## config.mk

```make
export PLATFORM = sky130hd
export DESIGN_NAME = pll_config_register_decode
export DESIGN_NICKNAME = d
export VERILOG_FILES = /design/src/pll_cfg_pkg.sv /design/src/pll_config_register_decode.sv /design/src/post_stage_decode.sv
export SDC_FILE = /design/constraint.sdc
export NUM_CORES = 1
export LEC_CHECK = 0
export CAP_MARGIN = 40
export CORE_ASPECT_RATIO = 0.9
export CORE_MARGIN = 2
export CORE_UTILIZATION = 60
export DETAILED_ROUTE_END_ITERATION = 6
export DONT_BUFFER_PORTS = 1
export GPL_ROUTABILITY_DRIVEN = 0
export PLACE_DENSITY_LB_ADDON = 0.12
export SLEW_MARGIN = 5
export SYNTH_ARGS = -nofsm -noshare
export SYNTH_HDL_FRONTEND = slang
export SYNTH_SLANG_ARGS = --single-unit
```

## constraint.sdc

```tcl
create_clock -name clk_sys -period 5.15 [get_ports clk_sys]
set_input_delay 0.515 -clock clk_sys [delete_from_list [all_inputs] [get_ports clk_sys]]
set_output_delay 0.515 -clock clk_sys [all_outputs]
set_load 0.05 [all_outputs]
```

## src/pll_cfg_pkg.sv

```systemverilog
// Purpose: Shared constants for the PLL configuration register decode
// Assumes: Eight register bytes, byte address 0..7, cleared at power-up
// Notes:   Bit positions are absolute positions in the 64-bit image
package pll_cfg_pkg;
    localparam int unsigned NUM_BYTES          = 8;
    localparam int unsigned ADDR_W             = 3;
    localparam logic [7:0]  BYTE_RESET         = 8'h00;
    localparam logic [2:0]  OFS_INPUT_DIV_LOW  = 3'h0;
    localparam logic [2:0]  OFS_SRC_DIV_HIGH   = 3'h1;
    localparam logic [2:0]  OFS_POST_DIV_SEL   = 3'h2;
    localparam logic [2:0]  OFS_LOOP_DIV_LOW   = 3'h3;
    localparam int unsigned POS_INPUT_DIV_LSB  = 0;
    localparam int unsigned INPUT_DIV_W        = 12;
    localparam int unsigned POS_INPUT_SRC      = 12;
    localparam int unsigned POS_SHUTDOWN       = 13;
    localparam int unsigned POS_DET_FIRST      = 14;
    localparam int unsigned POS_DET_RETURN     = 15;
    localparam int unsigned POS_POST_ONE_LSB   = 16;
    localparam int unsigned POS_POST_TWO_LSB   = 18;
    localparam int unsigned POS_POST_THREE_LSB = 20;
    localparam int unsigned POS_LOOP_DIV_LSB   = 24;
    localparam int unsigned LOOP_DIV_W         = 14;
    localparam int unsigned A_COUNT_W          = 3;
    localparam int unsigned POS_LOOP_SRC_LSB   = 38;
    localparam int unsigned POS_OFF_CHIP_FILT  = 42;
    localparam int unsigned POS_OSC_VARIANT    = 45;
    localparam int unsigned POS_OUT_SEL_LSB    = 46;
    localparam int unsigned POS_PHASE_DELAY    = 48;
    localparam int unsigned POS_SINGLE_ENDED   = 60;
    localparam int unsigned POS_IND_MODE_LSB   = 62;

    typedef enum logic [1:0] {
        OUT_MAIN_OSC, OUT_INPUT_DIV, OUT_DET_INPUT, OUT_CRYSTAL_OSC
    } out_sel_t;
    typedef enum logic [1:0] {
        LOOP_POST_OUT, LOOP_RETURN_PIN, LOOP_OSC_OUT, LOOP_RETURN_PIN_ALT
    } loop_src_t;
    typedef enum logic [1:0] {
        IND_XTAL_LOCK, IND_XTAL_RANGE, IND_MAIN_PHASE, IND_LOOP_DIV
    } ind_mode_t;
endpackage

```

## src/pll_config_register_decode.sv

```systemverilog
// Purpose: Register file and decode of the PLL configuration bytes
// Assumes: Serial engine gives one-cycle byte strobe at its acknowledge
// Notes:   Outputs are registered, one cycle after the image changes
`timescale 1ns/1ps
module pll_config_register_decode
    import pll_cfg_pkg::*;
#(
    parameter int unsigned BYTES = pll_cfg_pkg::NUM_BYTES
) (
    input  wire logic                           clk_sys,                 // 20 MHz clock
    input  wire logic                           reset,                   // Async reset
    input  wire logic                           byte_ack,                // Byte acknowledged
    input  wire logic [pll_cfg_pkg::ADDR_W-1:0] byte_addr,               // Register pointer
    input  wire logic [7:0]                     byte_wdata,              // Written byte
    input  wire logic [pll_cfg_pkg::ADDR_W-1:0] read_addr,               // Read pointer
    input  wire logic                           lock_status_in,          // Live lock level
    output logic      [7:0]                     read_data,               // Read byte
    output logic                                main_loop_shutdown,      // Main loop off
    output logic                                input_divider_source,    // 1 = input pin
    output logic                                detector_first_input_select,  // 1 = input pin
    output logic                                detector_return_input_select, // 1 = return pin
    output logic      [11:0]                    input_divider_ratio,     // Input divider
    output logic      [13:0]                    loop_divider_ratio,      // Whole loop field
    output logic      [2:0]                     loop_a_count,            // A-counter
    output logic      [10:0]                    loop_m_count,            // M-counter
    output logic      [3:0]                     post_stage_one_ratio,    // Stage one ratio
    output logic      [3:0]                     post_stage_two_ratio,    // Stage two ratio
    output logic      [3:0]                     post_stage_three_ratio,  // Stage three ratio
    output pll_cfg_pkg::loop_src_t              loop_divider_source,     // Loop divider input
    output logic                                off_chip_filter_select,  // External filter
    output logic                                oscillator_variant,      // 1 = legacy osc
    output pll_cfg_pkg::out_sel_t               output_clock_select,     // Output mux
    output logic                                phase_delay_enable,      // Phase delay on
    output logic                                single_ended_drive,      // 0 = differential
    output logic                                indicator_pin_enable,    // Lock output on
    output pll_cfg_pkg::ind_mode_t              indicator_pin_mode       // Indicator mode
);
    // ==========================================================
    // Register image
    logic [7:0]  regs_q [BYTES];
    logic [63:0] image;
    logic [3:0]  p1_d;
    logic [3:0]  p2_d;
    logic [3:0]  p3_d;

    always_ff @(posedge clk_sys or posedge reset)
    begin
        if (reset)
        begin
            for (int i = 0; i < BYTES; i++)
                regs_q[i] <= BYTE_RESET;
        end
        else if (byte_ack)
        begin
            regs_q[byte_addr] <= byte_wdata;
        end
    end

    genvar g;
    generate
        for (g = 0; g < 8; g++)
        begin : g_image
            assign image[g*8 +: 8] = regs_q[g];
        end
    endgenerate

    // ==========================================================
    // Read back; top bit of byte 7 shows live lock level
    always_ff @(posedge clk_sys or posedge reset)
    begin
        if (reset)
            read_data <= BYTE_RESET;
        else if (read_addr == 3'h7)
            read_data <= {lock_status_in, regs_q[7][6:0]};
        else
            read_data <= regs_q[read_addr];
    end

    // ==========================================================
    // Post-divider stage decode
    post_stage_decode #(.FIRST_STAGE(1'b1)) u_post_one (
        .code  (image[POS_POST_ONE_LSB +: 2]),
        .ratio (p1_d)
    );
    post_stage_decode #(.FIRST_STAGE(1'b0)) u_post_two (
        .code  (image[POS_POST_TWO_LSB +: 2]),
        .ratio (p2_d)
    );
    post_stage_decode #(.FIRST_STAGE(1'b0)) u_post_three (
        .code  (image[POS_POST_THREE_LSB +: 2]),
        .ratio (p3_d)
    );

    always_ff @(posedge clk_sys or posedge reset)
    begin
        if (reset)
        begin
            post_stage_one_ratio   <= 4'h1;
            post_stage_two_ratio   <= 4'h1;
            post_stage_three_ratio <= 4'h1;
        end
        else
        begin
            post_stage_one_ratio   <= p1_d;
            post_stage_two_ratio   <= p2_d;
            post_stage_three_ratio <= p3_d;
        end
    end

    // ==========================================================
    // Divider ratios and source selects
    always_ff @(posedge clk_sys or posedge reset)
    begin
        if (reset)
        begin
            input_divider_ratio          <= 12'h000;
            loop_divider_ratio           <= 14'h0000;
            loop_a_count                 <= 3'h0;
            loop_m_count                 <= 11'h000;
            input_divider_source         <= 1'b0;
            detector_first_input_select  <= 1'b0;
            detector_return_input_select <= 1'b0;
            main_loop_shutdown           <= 1'b0;
            loop_divider_source          <= LOOP_POST_OUT;
        end
        else
        begin
            input_divider_ratio <= image[POS_INPUT_DIV_LSB +: INPUT_DIV_W];
            loop_divider_ratio  <= image[POS_LOOP_DIV_LSB +: LOOP_DIV_W];
            loop_a_count <= image[POS_LOOP_DIV_LSB +: A_COUNT_W];
            loop_m_count <= image[POS_LOOP_DIV_LSB + A_COUNT_W +: 11];
            input_divider_source         <= image[POS_INPUT_SRC];
            detector_first_input_select  <= image[POS_DET_FIRST];
            detector_return_input_select <= image[POS_DET_RETURN];
            main_loop_shutdown  <= image[POS_SHUTDOWN];
            loop_divider_source <= loop_src_t'(image[POS_LOOP_SRC_LSB +: 2]);
        end
    end

    // ==========================================================
    // Loop, oscillator and output controls
    always_ff @(posedge clk_sys or posedge reset)
    begin
        if (reset)
        begin
            off_chip_filter_select <= 1'b0;
            oscillator_variant     <= 1'b0;
            output_clock_select    <= OUT_MAIN_OSC;
            phase_delay_enable     <= 1'b0;
            single_ended_drive     <= 1'b0;
            indicator_pin_enable   <= 1'b0;
            indicator_pin_mode     <= IND_XTAL_LOCK;
        end
        else
        begin
            off_chip_filter_select <= image[POS_OFF_CHIP_FILT];
            oscillator_variant     <= image[POS_OSC_VARIANT];
            output_clock_select <= out_sel_t'(image[POS_OUT_SEL_LSB +: 2]);
            phase_delay_enable  <= image[POS_PHASE_DELAY];
            single_ended_drive   <= image[POS_SINGLE_ENDED];
            indicator_pin_enable <= image[POS_SINGLE_ENDED];
            indicator_pin_mode <= ind_mode_t'(image[POS_IND_MODE_LSB +: 2]);
        end
    end

    // ==========================================================
    // Checks
    shutdown_follow_a: assert property (@(posedge clk_sys) disable iff (reset)
        byte_ack && byte_addr == 3'h1 ##1 1'b1 |=> main_loop_shutdown == $past(byte_wdata[5], 2))
        else $error("shutdown does not follow bit 13");
    out_mux_a: assert property (@(posedge clk_sys) disable iff (reset)
        byte_ack && byte_addr == 3'h5 |->
            ##2 output_clock_select == out_sel_t'($past(byte_wdata[7:6], 2)))
        else $error("output select mismatch");
    loop_src_a: assert property (@(posedge clk_sys) disable iff (reset)
        byte_ack && byte_addr == 3'h4 |->
            ##2 loop_divider_source == loop_src_t'($past(byte_wdata[7:6], 2)))
        else $error("loop source mismatch");
    osc_variant_a: assert property (@(posedge clk_sys) disable iff (reset)
        byte_ack && byte_addr == 3'h5 |-> ##2 oscillator_variant == $past(byte_wdata[5], 2))
        else $error("oscillator variant mismatch");
    ind_mode_a: assert property (@(posedge clk_sys) disable iff (reset)
        byte_ack && byte_addr == 3'h7 |->
            ##2 indicator_pin_mode == ind_mode_t'($past(byte_wdata[7:6], 2)))
        else $error("indicator mode mismatch");
    loop_split_a: assert property (@(posedge clk_sys) disable iff (reset)
        byte_ack && byte_addr == 3'h3 |-> ##2 loop_a_count == $past(byte_wdata[2:0], 2)
            && loop_m_count[4:0] == $past(byte_wdata[7:3], 2))
        else $error("loop divider split wrong");
    phase_delay_a: assert property (@(posedge clk_sys) disable iff (reset)
        byte_ack && byte_addr == 3'h6 |-> ##2 phase_delay_enable == $past(byte_wdata[0], 2))
        else $error("phase delay mismatch");
    filter_sel_a: assert property (@(posedge clk_sys) disable iff (reset)
        byte_ack && byte_addr == 3'h5 |-> ##2 off_chip_filter_select == $past(byte_wdata[2], 2))
        else $error("filter select mismatch");
    post_one_a: assert property (@(posedge clk_sys) disable iff (reset)
        byte_ack && byte_addr == 3'h2 && byte_wdata[1:0] == 2'h3 |->
            ##2 post_stage_one_ratio == 4'h8)
        else $error("post stage one decode wrong");
    in_div_a: assert property (@(posedge clk_sys) disable iff (reset)
        byte_ack && byte_addr == 3'h0 |-> ##2 input_divider_ratio[7:0] == $past(byte_wdata, 2))
        else $error("input divider low byte mismatch");
    byte_store_a: assert property (@(posedge clk_sys) disable iff (reset)
        byte_ack && byte_addr == 3'h0 |=> regs_q[0] == $past(byte_wdata))
        else $error("byte not stored at its acknowledge");
    det_src_a: assert property (@(posedge clk_sys) disable iff (reset)
        byte_ack && byte_addr == 3'h1 |-> ##2 input_divider_source == $past(byte_wdata[4], 2)
            && detector_first_input_select == $past(byte_wdata[6], 2)
            && detector_return_input_select == $past(byte_wdata[7], 2))
        else $error("source select mismatch");
    drive_lock_a: assert property (@(posedge clk_sys) disable iff (reset)
        byte_ack && byte_addr == 3'h7 |-> ##2 single_ended_drive == $past(byte_wdata[4], 2)
            && indicator_pin_enable == $past(byte_wdata[4], 2))
        else $error("drive and indicator enable mismatch");
endmodule

```

## src/post_stage_decode.sv

```systemverilog
// Purpose: Decode one two-bit post-divider stage code into its ratio
// Assumes: Stage one uses the binary table, other stages the 1/3/5/4 table
// Notes:   Combinational
`timescale 1ns/1ps
module post_stage_decode #(
    parameter bit FIRST_STAGE = 1'b0
) (
    input  wire logic [1:0] code,   // Stage select code
    output logic      [3:0] ratio   // Division ratio
);
    always_comb
    begin
        if (FIRST_STAGE)
        begin
            case (code)
                2'h0:    ratio = 4'h1;
                2'h1:    ratio = 4'h2;
                2'h2:    ratio = 4'h4;
                default: ratio = 4'h8;
            endcase
        end
        else
        begin
            case (code)
                2'h0:    ratio = 4'h1;
                2'h1:    ratio = 4'h3;
                2'h2:    ratio = 4'h5;
                default: ratio = 4'h4;
            endcase
        end
    end
endmodule
```

==> Word-level counts from Yosys, hierarchy flattened <==
Cells that the tools add are included.
{ "word_totals": {"ram_bits": 0, "register_bits": 138, "in_bits": 18, "mem_bits_ro": 0, "latchBits": 0, "mem_count": 0, "out_inout_bits": 75} }
{ "classes": {"n_lt_le_gt_ge": 3, "shifts": 0, "n_bitwise": 2, "reduce_logical": 4, "add_sub_neg": 0, "eq_ne": 7, "mul": 0, "n_div": 0, "n_mux": 10} }
{ "op_table": {"columns": ["cell", "count"], "rows": [
  ["$bwmux 64", 1],
  ["$mux 8", 4],
  ["$bmux 8 s3", 1],
  ["$demux 8 s3", 1],
  ["$pmux 3 s3", 2],
  ["$pmux 4 s3", 1],
  ["$ge 4x4->1 const B", 2],
  ["$not 3->4", 2],
  ["$eq 2x1->1 const B", 3],
  ["$eq 2x2->1 const B", 3],
  ["$logic_not 2->1", 3],
  ["$lt 4x1->1 const B", 1],
  ["$eq 3x3->1 const B", 1],
  ["$logic_and 1x1->1", 1]
]} }

==> Logic depth before layout (Yosys ltp) <==
Gate-level depths: netlist of run 1.
{ "depth": {"word_depth": 6, "depth_mapped": 5} }

==> Hierarchy <==
From an unflattened synthesis of run 1, not the netlist that was laid out.
{ "unflattened": {"hier_cells": 262, "hier_area_um2": 4692.0} }
{ "by_module_without_submodules": {"columns": ["mod", "cells_each", "area_per_inst_um2", "instances"], "rows": [
  ["pll_config_register_decode", 248, 4615.7, 1],
  ["post_stage_decode (u_post_three ...)", 5, 25.0, 2],
  ["post_stage_decode (u_post_one)", 4, 26.3, 1]
]} }

==> Worst setup path before layout of run 1 <==
Ideal clock, no wire load.
{ "synth_timing": {"path_type": "input port to flip-flop", "from": "input byte_addr[0] (netlist name)", "to": "register regs_q, in the netlist image[16]", "t_required_ns": 5.025, "arrival_ns": 1.527, "path_slack_ns": 3.498, "path_stages": 4, "setup_time_ns": 0.125, "n_path_buf": 1, "path_cell_list": "buf_2 -> nand2b_4 -> nor3b_4 -> mux2_2"} }
{ "synth_via": {"elab_chain_len": 6} }
{ "synth_rtl": {"columns": ["element", "line_no", "source"], "rows": [
  ["start, declared", "pll_config_register_decode.sv:13", "input wire logic [pll_cfg_pkg::ADDR_W-1:0] byte_addr,"],
  ["$not 3->4 (not written as such) (*)", "pll_config_register_decode.sv:55", "regs_q[byte_addr] <= byte_wdata;"],
  ["$ge 4x4->1 (not written as such) / $lt 4x1->1 (equally long branches)", "pll_config_register_decode.sv:55", null],
  ["$logic_and 1x1->1 (not written as such)", "pll_config_register_decode.sv:55", null],
  ["$mux 8 (not written as such)", "pll_config_register_decode.sv:55", null],
  ["$demux 8 s3 (*)", "pll_config_register_decode.sv:55", null],
  ["$bwmux 64 (*)", "pll_config_register_decode.sv:55", null],
  ["end signal, assigned by index", "pll_config_register_decode.sv:55", null],
  ["end, declared", "pll_config_register_decode.sv:40", "logic [7:0] regs_q [BYTES];"]
]} }
Every way passes the cells marked *; elsewhere a longest branch is shown, timed or not.
A chain may end at the register's enable or synchronous reset.

==> Worst setup path after layout of run 1 <==
{ "layout_timing": {"from": "register loop_m_count[5]", "to": "output loop_m_count[5]"} }
{ "layout_rtl": {"columns": ["element", "line_no", "source"], "rows": [
  ["start, declared", "pll_config_register_decode.sv:25", "output logic [10:0] loop_m_count,"],
  ["start signal, assigned", "pll_config_register_decode.sv:131", "loop_m_count <= image[POS_LOOP_DIV_LSB + A_COUNT_W +: 11];"]
]} }
No word-level cell between the ends.

==> results.sh, run 1 <==
export IMPL_r2r_start="image[17]"
export IMPL_clock_path_buffers=2
export IMPL_swShare_pct=33.7
export IMPL_die_w_um=97.0
export IMPL_die_area_um2=8500
export IMPL_reg2reg_depth=2
export IMPL_synth_area_per_cell_um2=17.7
export IMPL_seq_area_frac_synth_pct=65.5
export IMPL_yosys_area_top_type="dfrtp_1"
export IMPL_r2r_end="read_data[1]"
export IMPL_cts_resized=0
export IMPL_grt_max_degree=45
export IMPL_fp_coreArea_um2=7540
export IMPL_final_min_clock_period_ns=1.94
export IMPL_num_vias=2132
export IMPL_clock_sinks=122
export IMPL_post_dp_hpwl_um=4910
export IMPL_holdPathEnd="image[24]"
export IMPL_p_sw_mw=1.07
export IMPL_synth_ff_type="dfrtp_1"
export IMPL_utilization_pct=69.4
export IMPL_rows=30
export IMPL_ys_ff_latch=122
export IMPL_drt_total_wl_um=8190
export IMPL_clk_pin_slew_ns=0.06
export IMPL_cts_buffers=17
export IMPL_postRouteAntennaNets=0
export IMPL_slew_viol_final=0
export IMPL_start_util_pct=61.9
export IMPL_yosysWarnings=0
export IMPL_worst_pin_slew_ns=0.883
export IMPL_ios=93
export IMPL_grt_pass1_vias=2249
export IMPL_internal_power_mw=2.12
export IMPL_rsz0062_at_grt="no"
export IMPL_setup_tns_ns=0
export IMPL_postCtsSetupRepairBufs=0
export IMPL_die_h_um=87.7
export IMPL_yosys_top_cells_count="dfrtp_1, mux2_2, buf_4, mux4_1, buf_2"
export IMPL_power_density_nw_per_um2=610
export IMPL_ir_drop_uv=346
export IMPL_worst_setup_path_start_kind="register"
export IMPL_worst_path_max_fanout=2
export IMPL_layout_nets=277
export IMPL_worstSetupPathType="register to output pin"
export IMPL_yosysUniqueCellTypes=27
export IMPL_outcome="complete, no violations"
export IMPL_antenna_found_initial=0
export IMPL_clockPowerShare_pct=36.8
export IMPL_max_cap_viol_count=0
export IMPL_combinationalPowerShare_pct=7.4
export IMPL_area_growth_pct=12.1
export IMPL_grt_first_pass_wirelength_um=13100
export IMPL_grt_overflow=0
export IMPL_post_route_period_util_pct=37.7
export IMPL_synthArstFlopShare_pct=100
export IMPL_portBuffers=0
export IMPL_fmax_mhz=515
export IMPL_required_ns=4.64
export IMPL_drc_errors=0
export IMPL_h_tree_depth=4
export IMPL_drt_pass1_iter_count=4
export IMPL_syn_area_um2=4670
export IMPL_endpoint_kind="output pin"
export IMPL_skew_ns=0.00579
export IMPL_hold_viol=0
export IMPL_clock_latency_ns=0.51
export IMPL_final_cell_area_um2=5230
export IMPL_synth_top_area_share_pct=63.8
export IMPL_min_path_type="input pin to register"
export IMPL_synth_edf_count=0
export IMPL_root_buffer="clkbuf_8"
export IMPL_vias_per_cell=5.79
export IMPL_num_antenna_cells=0
export IMPL_dr_first_iter_drc_count=58
export IMPL_hold_depth=1
export IMPL_tritoncts="done"
export IMPL_r2r_slack_ns=3.81
export IMPL_seq_power_share_pct=55.8
export IMPL_cts_hold_buf=1
export IMPL_worstHoldStart="byte_wdata[0]"
export IMPL_synth_cells=263
export IMPL_placed_cell_area_um2=4630
export IMPL_yosys_top_cells_area="dfrtp_1, mux2_2, mux4_1, buf_4, mux4_2"
export IMPL_critPathArrivalTime_ns=1.43
export IMPL_dp_cells=335
export IMPL_p_leak_nw=2.33
export IMPL_relSlewSlack_pct=41.2
export IMPL_final_cells=368
export IMPL_finalSetupViolations=0
export IMPL_drive_above_1_share_pct=43.0
export IMPL_synth_most_common_cell="dfrtp_1"
export IMPL_grt_use_total_pct=21.4
export IMPL_wl_per_cell_um=22.3
==> logic make-up after synthesis <==
logic type | share of synthesized area [%]
other | 0.0804
muxes | 26.0
DFF | 65.5
AOI/OAI and AO/OA | 0.402
buffers and inverters | 4.37
and+or+nand+nor | 3.65
==> worst reg2reg max path, cell delays in order (launching register included) <==
cell	delay, ns
dfrtp_1	0.43
mux4_1	0.51
mux2_4	0.28
==> flip-flops by register name, summed over array words and instances (netlist names), 2 cells and up <==
register and flops:
loop_a_count 2, post_stage_two_ratio 3, read_data 8, post_stage_three_ratio 3, loop_divider_ratio 2, image 64
output_clock_select 2, loop_m_count 10, post_stage_one_ratio 4, indicator_pin_mode 2, loop_divider_source 2, input_divider_ratio 12
==> cell type report <==
class | instances | area (um^2)
Clock buffer | 24 | 480
Sequential cell | 122 | 3060
Inverter | 1 | 6.26
Tap cell | 96 | 120
Fill cell | 465 | 2310
Clock inverter | 8 | 115
Multi-Input combinational cell | 113 | 1410
Timing Repair Buffer | 4 | 45.0
==> placed cells by master, fill, tap and decap left out, types with 2 or more instances in the layout <==
master / instances
buf_4: 2
bufinv_16: 3
clkbuf_1: 3
clkbuf_16: 16
clkbuf_8: 5
clkinv_2: 5
conb_1: 2
dfrtp_1: 119
dfstp_2: 3
mux2_2: 66
mux2_4: 5
mux2i_1: 2
mux4_1: 10
mux4_2: 5
nand2_1: 5
nand4b_1: 3
nor2b_1: 4
nor3b_4: 2
==> power by group through the flow <==
| stage | registers, mW | logic [mW] | clock network, mW |
|---|---|---|---|
| floorplan | 1.65 | 0.358 | 0 |
| global placement | 1.79 | 0.227 | 0 |
| detailed placement | 1.79 | 0.237 | 0 |
| CTS | 1.78 | 0.241 | 1.19 |
| global route | 1.81 | 0.260 | 1.24 |
| finish | 1.78 | 0.236 | 1.17 |
==> through the flow <==
stage	power (mW)	setup WS, ns	hold WS, ns
after floorplan	2.01	1.40	0.349
after global placement	2.02	3.31	0.356
after detailed placement	2.03	3.36	0.363
final	3.19	3.21	0.153
after global routing	3.31	3.16	0.132
after CTS	3.22	3.18	0.135
==> how the worst max path moves through the flow <==
stage | to | slack, ns | depth (start not counted) | start
2_1_floorplan | detector_first_input_select | 1.40 | 1 | reset
3_3_place_gp | image[11] | 3.31 | 2 | byte_addr[2]
3_5_place_dp | image[32] | 3.36 | 3 | byte_addr[0]
4_1_cts | loop_a_count[0] | 3.18 | 0 | loop_a_count[0]
5_1_grt | loop_divider_ratio[7] | 3.16 | 0 | loop_m_count[4]
6_report | loop_m_count[5] | 3.21 | 0 | loop_m_count[5]
==> routing by layer <==
metal	routed length, um	GRT usage (%)	vias to the layer above
li1	-	-	922
met1	3480	27.6	1132
met2	4140	33.6	66
met3	458	6.62	12
met4	112	10.5	0
met5	0	0	-
Note: power is estimated with default switching activity, not from simulation.
==> run 2: changes to the inputs <==
==> constraint.sdc (replaced) <==
create_clock -name clk_sys -period 1.8 [get_ports clk_sys]
set_input_delay 0.18 -clock clk_sys [delete_from_list [all_inputs] [get_ports clk_sys]]
set_output_delay 0.18 -clock clk_sys [all_outputs]
set_load 0.05 [all_outputs]
==> results.sh, run 2 (synthesis gave the netlist of run 1 again) <==
export IMPL_outcome="complete, no violations"
export IMPL_area_growth_pct=19.6
export IMPL_grt_pass1_vias=2452
export IMPL_cts_resized=0
export IMPL_worst_setup_path_start_kind="input pin"
export IMPL_post_route_period_util_pct=86.2
export IMPL_final_min_clock_period_ns=1.55
export IMPL_num_antenna_cells=0
export IMPL_endpoint_kind="register"
export IMPL_internal_power_mw=6.54
export IMPL_combinationalPowerShare_pct=14.8
export IMPL_worst_pin_slew_ns=0.789
export IMPL_worstSetupPathType="input pin to register"
export IMPL_max_cap_viol_count=0
export IMPL_fillers=452
export IMPL_postRouteAntennaNets=0
export IMPL_drt_total_wl_um=8790
export IMPL_max_stage_delay_ns=1.05
export IMPL_swShare_pct=32.7
export IMPL_critPathSlowestCell="dlygate4sd3_1"
export IMPL_wl_per_cell_um=22.0
export IMPL_drive_above_1_share_pct=45.2
export IMPL_post_dp_hpwl_um=5140
export IMPL_grt_overflow=0
export IMPL_die_h_um=87.7
export IMPL_fp_coreArea_um2=7540
export IMPL_rows=30
export IMPL_finalSetupViolations=0
export IMPL_power_density_nw_per_um2=1740
export IMPL_crit_chain="dlygate4sd3_1 > mux4_1 > mux2_4"
export IMPL_clockPowerShare_pct=38.6
export IMPL_portBuffers=0
export IMPL_rsz0062_at_grt="no"
export IMPL_h_tree_depth=4
export IMPL_relSlewSlack_pct=47.2
export IMPL_drc_errors=0
export IMPL_final_common_cell="dfrtp_1"
export IMPL_seq_power_share_pct=46.6
export IMPL_start_util_pct=61.9
export IMPL_antenna_found_initial=0
export IMPL_grt_use_total_pct=22.9
export IMPL_grt_max_degree=43
export IMPL_fmax_mhz=644
export IMPL_clock_path_buffers=2
export IMPL_p_sw_mw=3.18
export IMPL_cts_buffers=17
export IMPL_clock_sinks=122
export IMPL_slew_viol_final=0
export IMPL_ios=93
export IMPL_layout_nets=308
export IMPL_utilization_pct=74.0
export IMPL_skew_ns=0.00629
export IMPL_vias_per_cell=5.79
export IMPL_min_path_type="input pin to register"
export IMPL_multi_input_area_um2=1410
export IMPL_clk_pin_slew_ns=0.06
export IMPL_setup_tns_ns=0
export IMPL_hold_viol=0
export IMPL_drt_pass1_iter_count=4
export IMPL_largest_reg_flops=64
export IMPL_p_leak_nw=2.49
export IMPL_grt_first_pass_wirelength_um=14300
export IMPL_die_area_um2=8500
export IMPL_worst_path_max_fanout=16
export IMPL_final_cell_mix="dfrtp_1, mux2_2, buf_4, clkbuf_16, dlygate4sd3_1"
export IMPL_ir_drop_uv=911
export IMPL_num_vias=2311
export IMPL_required_ns=2.18
export IMPL_critPathArrivalTime_ns=1.93
export IMPL_dr_first_iter_drc_count=85
export IMPL_tritoncts="done"
export IMPL_die_w_um=97.0
export IMPL_postCtsSetupRepairBufs=0
export IMPL_clock_latency_ns=0.50
export IMPL_seq_area_um2=3060
export IMPL_root_buffer="clkbuf_8"
==> run 2: repair_timing <==
action	CTS	global route
endpoints found under the hold margin	128	0
endpoints found under the setup margin	0	0
hold buffers	14	0
==> run 2: power by group through the flow <==
stage / Clock (mW) / Sequential (mW) / Combinational, mW
floorplan: 0 / 4.73 / 1.03
global placement: 0 / 4.55 / 1.35
detailed placement: 0 / 4.57 / 1.38
CTS: 3.80 / 4.54 / 1.45
global route: 3.94 / 4.61 / 1.52
finish: 3.75 / 4.53 / 1.44
==> run 2: metal layers <==
layer,routed length (um),global-route usage [%],part of all wire [%],vias up
met5,0,0,0,-
li1,-,-,-,994
met4,85,6.53,0.97,0
met2,4410,36.8,50,71
met1,3950,30.8,45,1238
met3,344,7.58,3.9,8
==> run 2: layout make-up <==
cell class / instances / share of cell area (%)
clock buffer: 20 / 7.98
clock inverter: 12 / 3.92
inverter: 1 / 0.134
multi-input combinational: 113 / 25.3
sequential: 122 / 54.8
tap: 96 / 2.15
timing repair buffer: 35 / 5.78
==> run 2: worst max-delay path: cells and delay by family <==
| family | cells | cell delay, ns |
|---|---|---|
| multiplexers | 2 | 0.70 |
| buffers and inverters | 1 | 1.05 |
==> run 2: metrics by stage <==
stage | hold slack (ns) | cells | setup slack, ns | area [um^2] | power [mW]
CTS | 0.0110 | 399 | 0.229 | 5580 | 9.79
global placement | 0.126 | 353 | 0.430 | 4780 | 5.90
detailed placement | 0.128 | 353 | 0.417 | 4780 | 5.95
finish | 0.0273 | 399 | 0.248 | 5580 | 9.72
global route | 0.00251 | 399 | 0.184 | 5580 | 10.1
floorplan | 0.331 | 264 | 0.125 | 4670 | 5.75
==> run 2: path summary, 6_finish.rpt <==
check / startpoint / to / slack (ns) / depth (start not counted)
max: read_addr[1] / read_data[3] / 0.25 / 3
min: read_addr[2] / read_data[4] / 0.03 / 3
max reg2reg: image[19] / read_data[3] / 0.48 / 2
min reg2reg: image[63] / indicator_pin_mode[1] / 0.39 / 0
max in group asynchronous: reset / post_stage_two_ratio[0] / 0.85 / 3
min in group asynchronous: reset / read_data[4] / 0.22 / 2
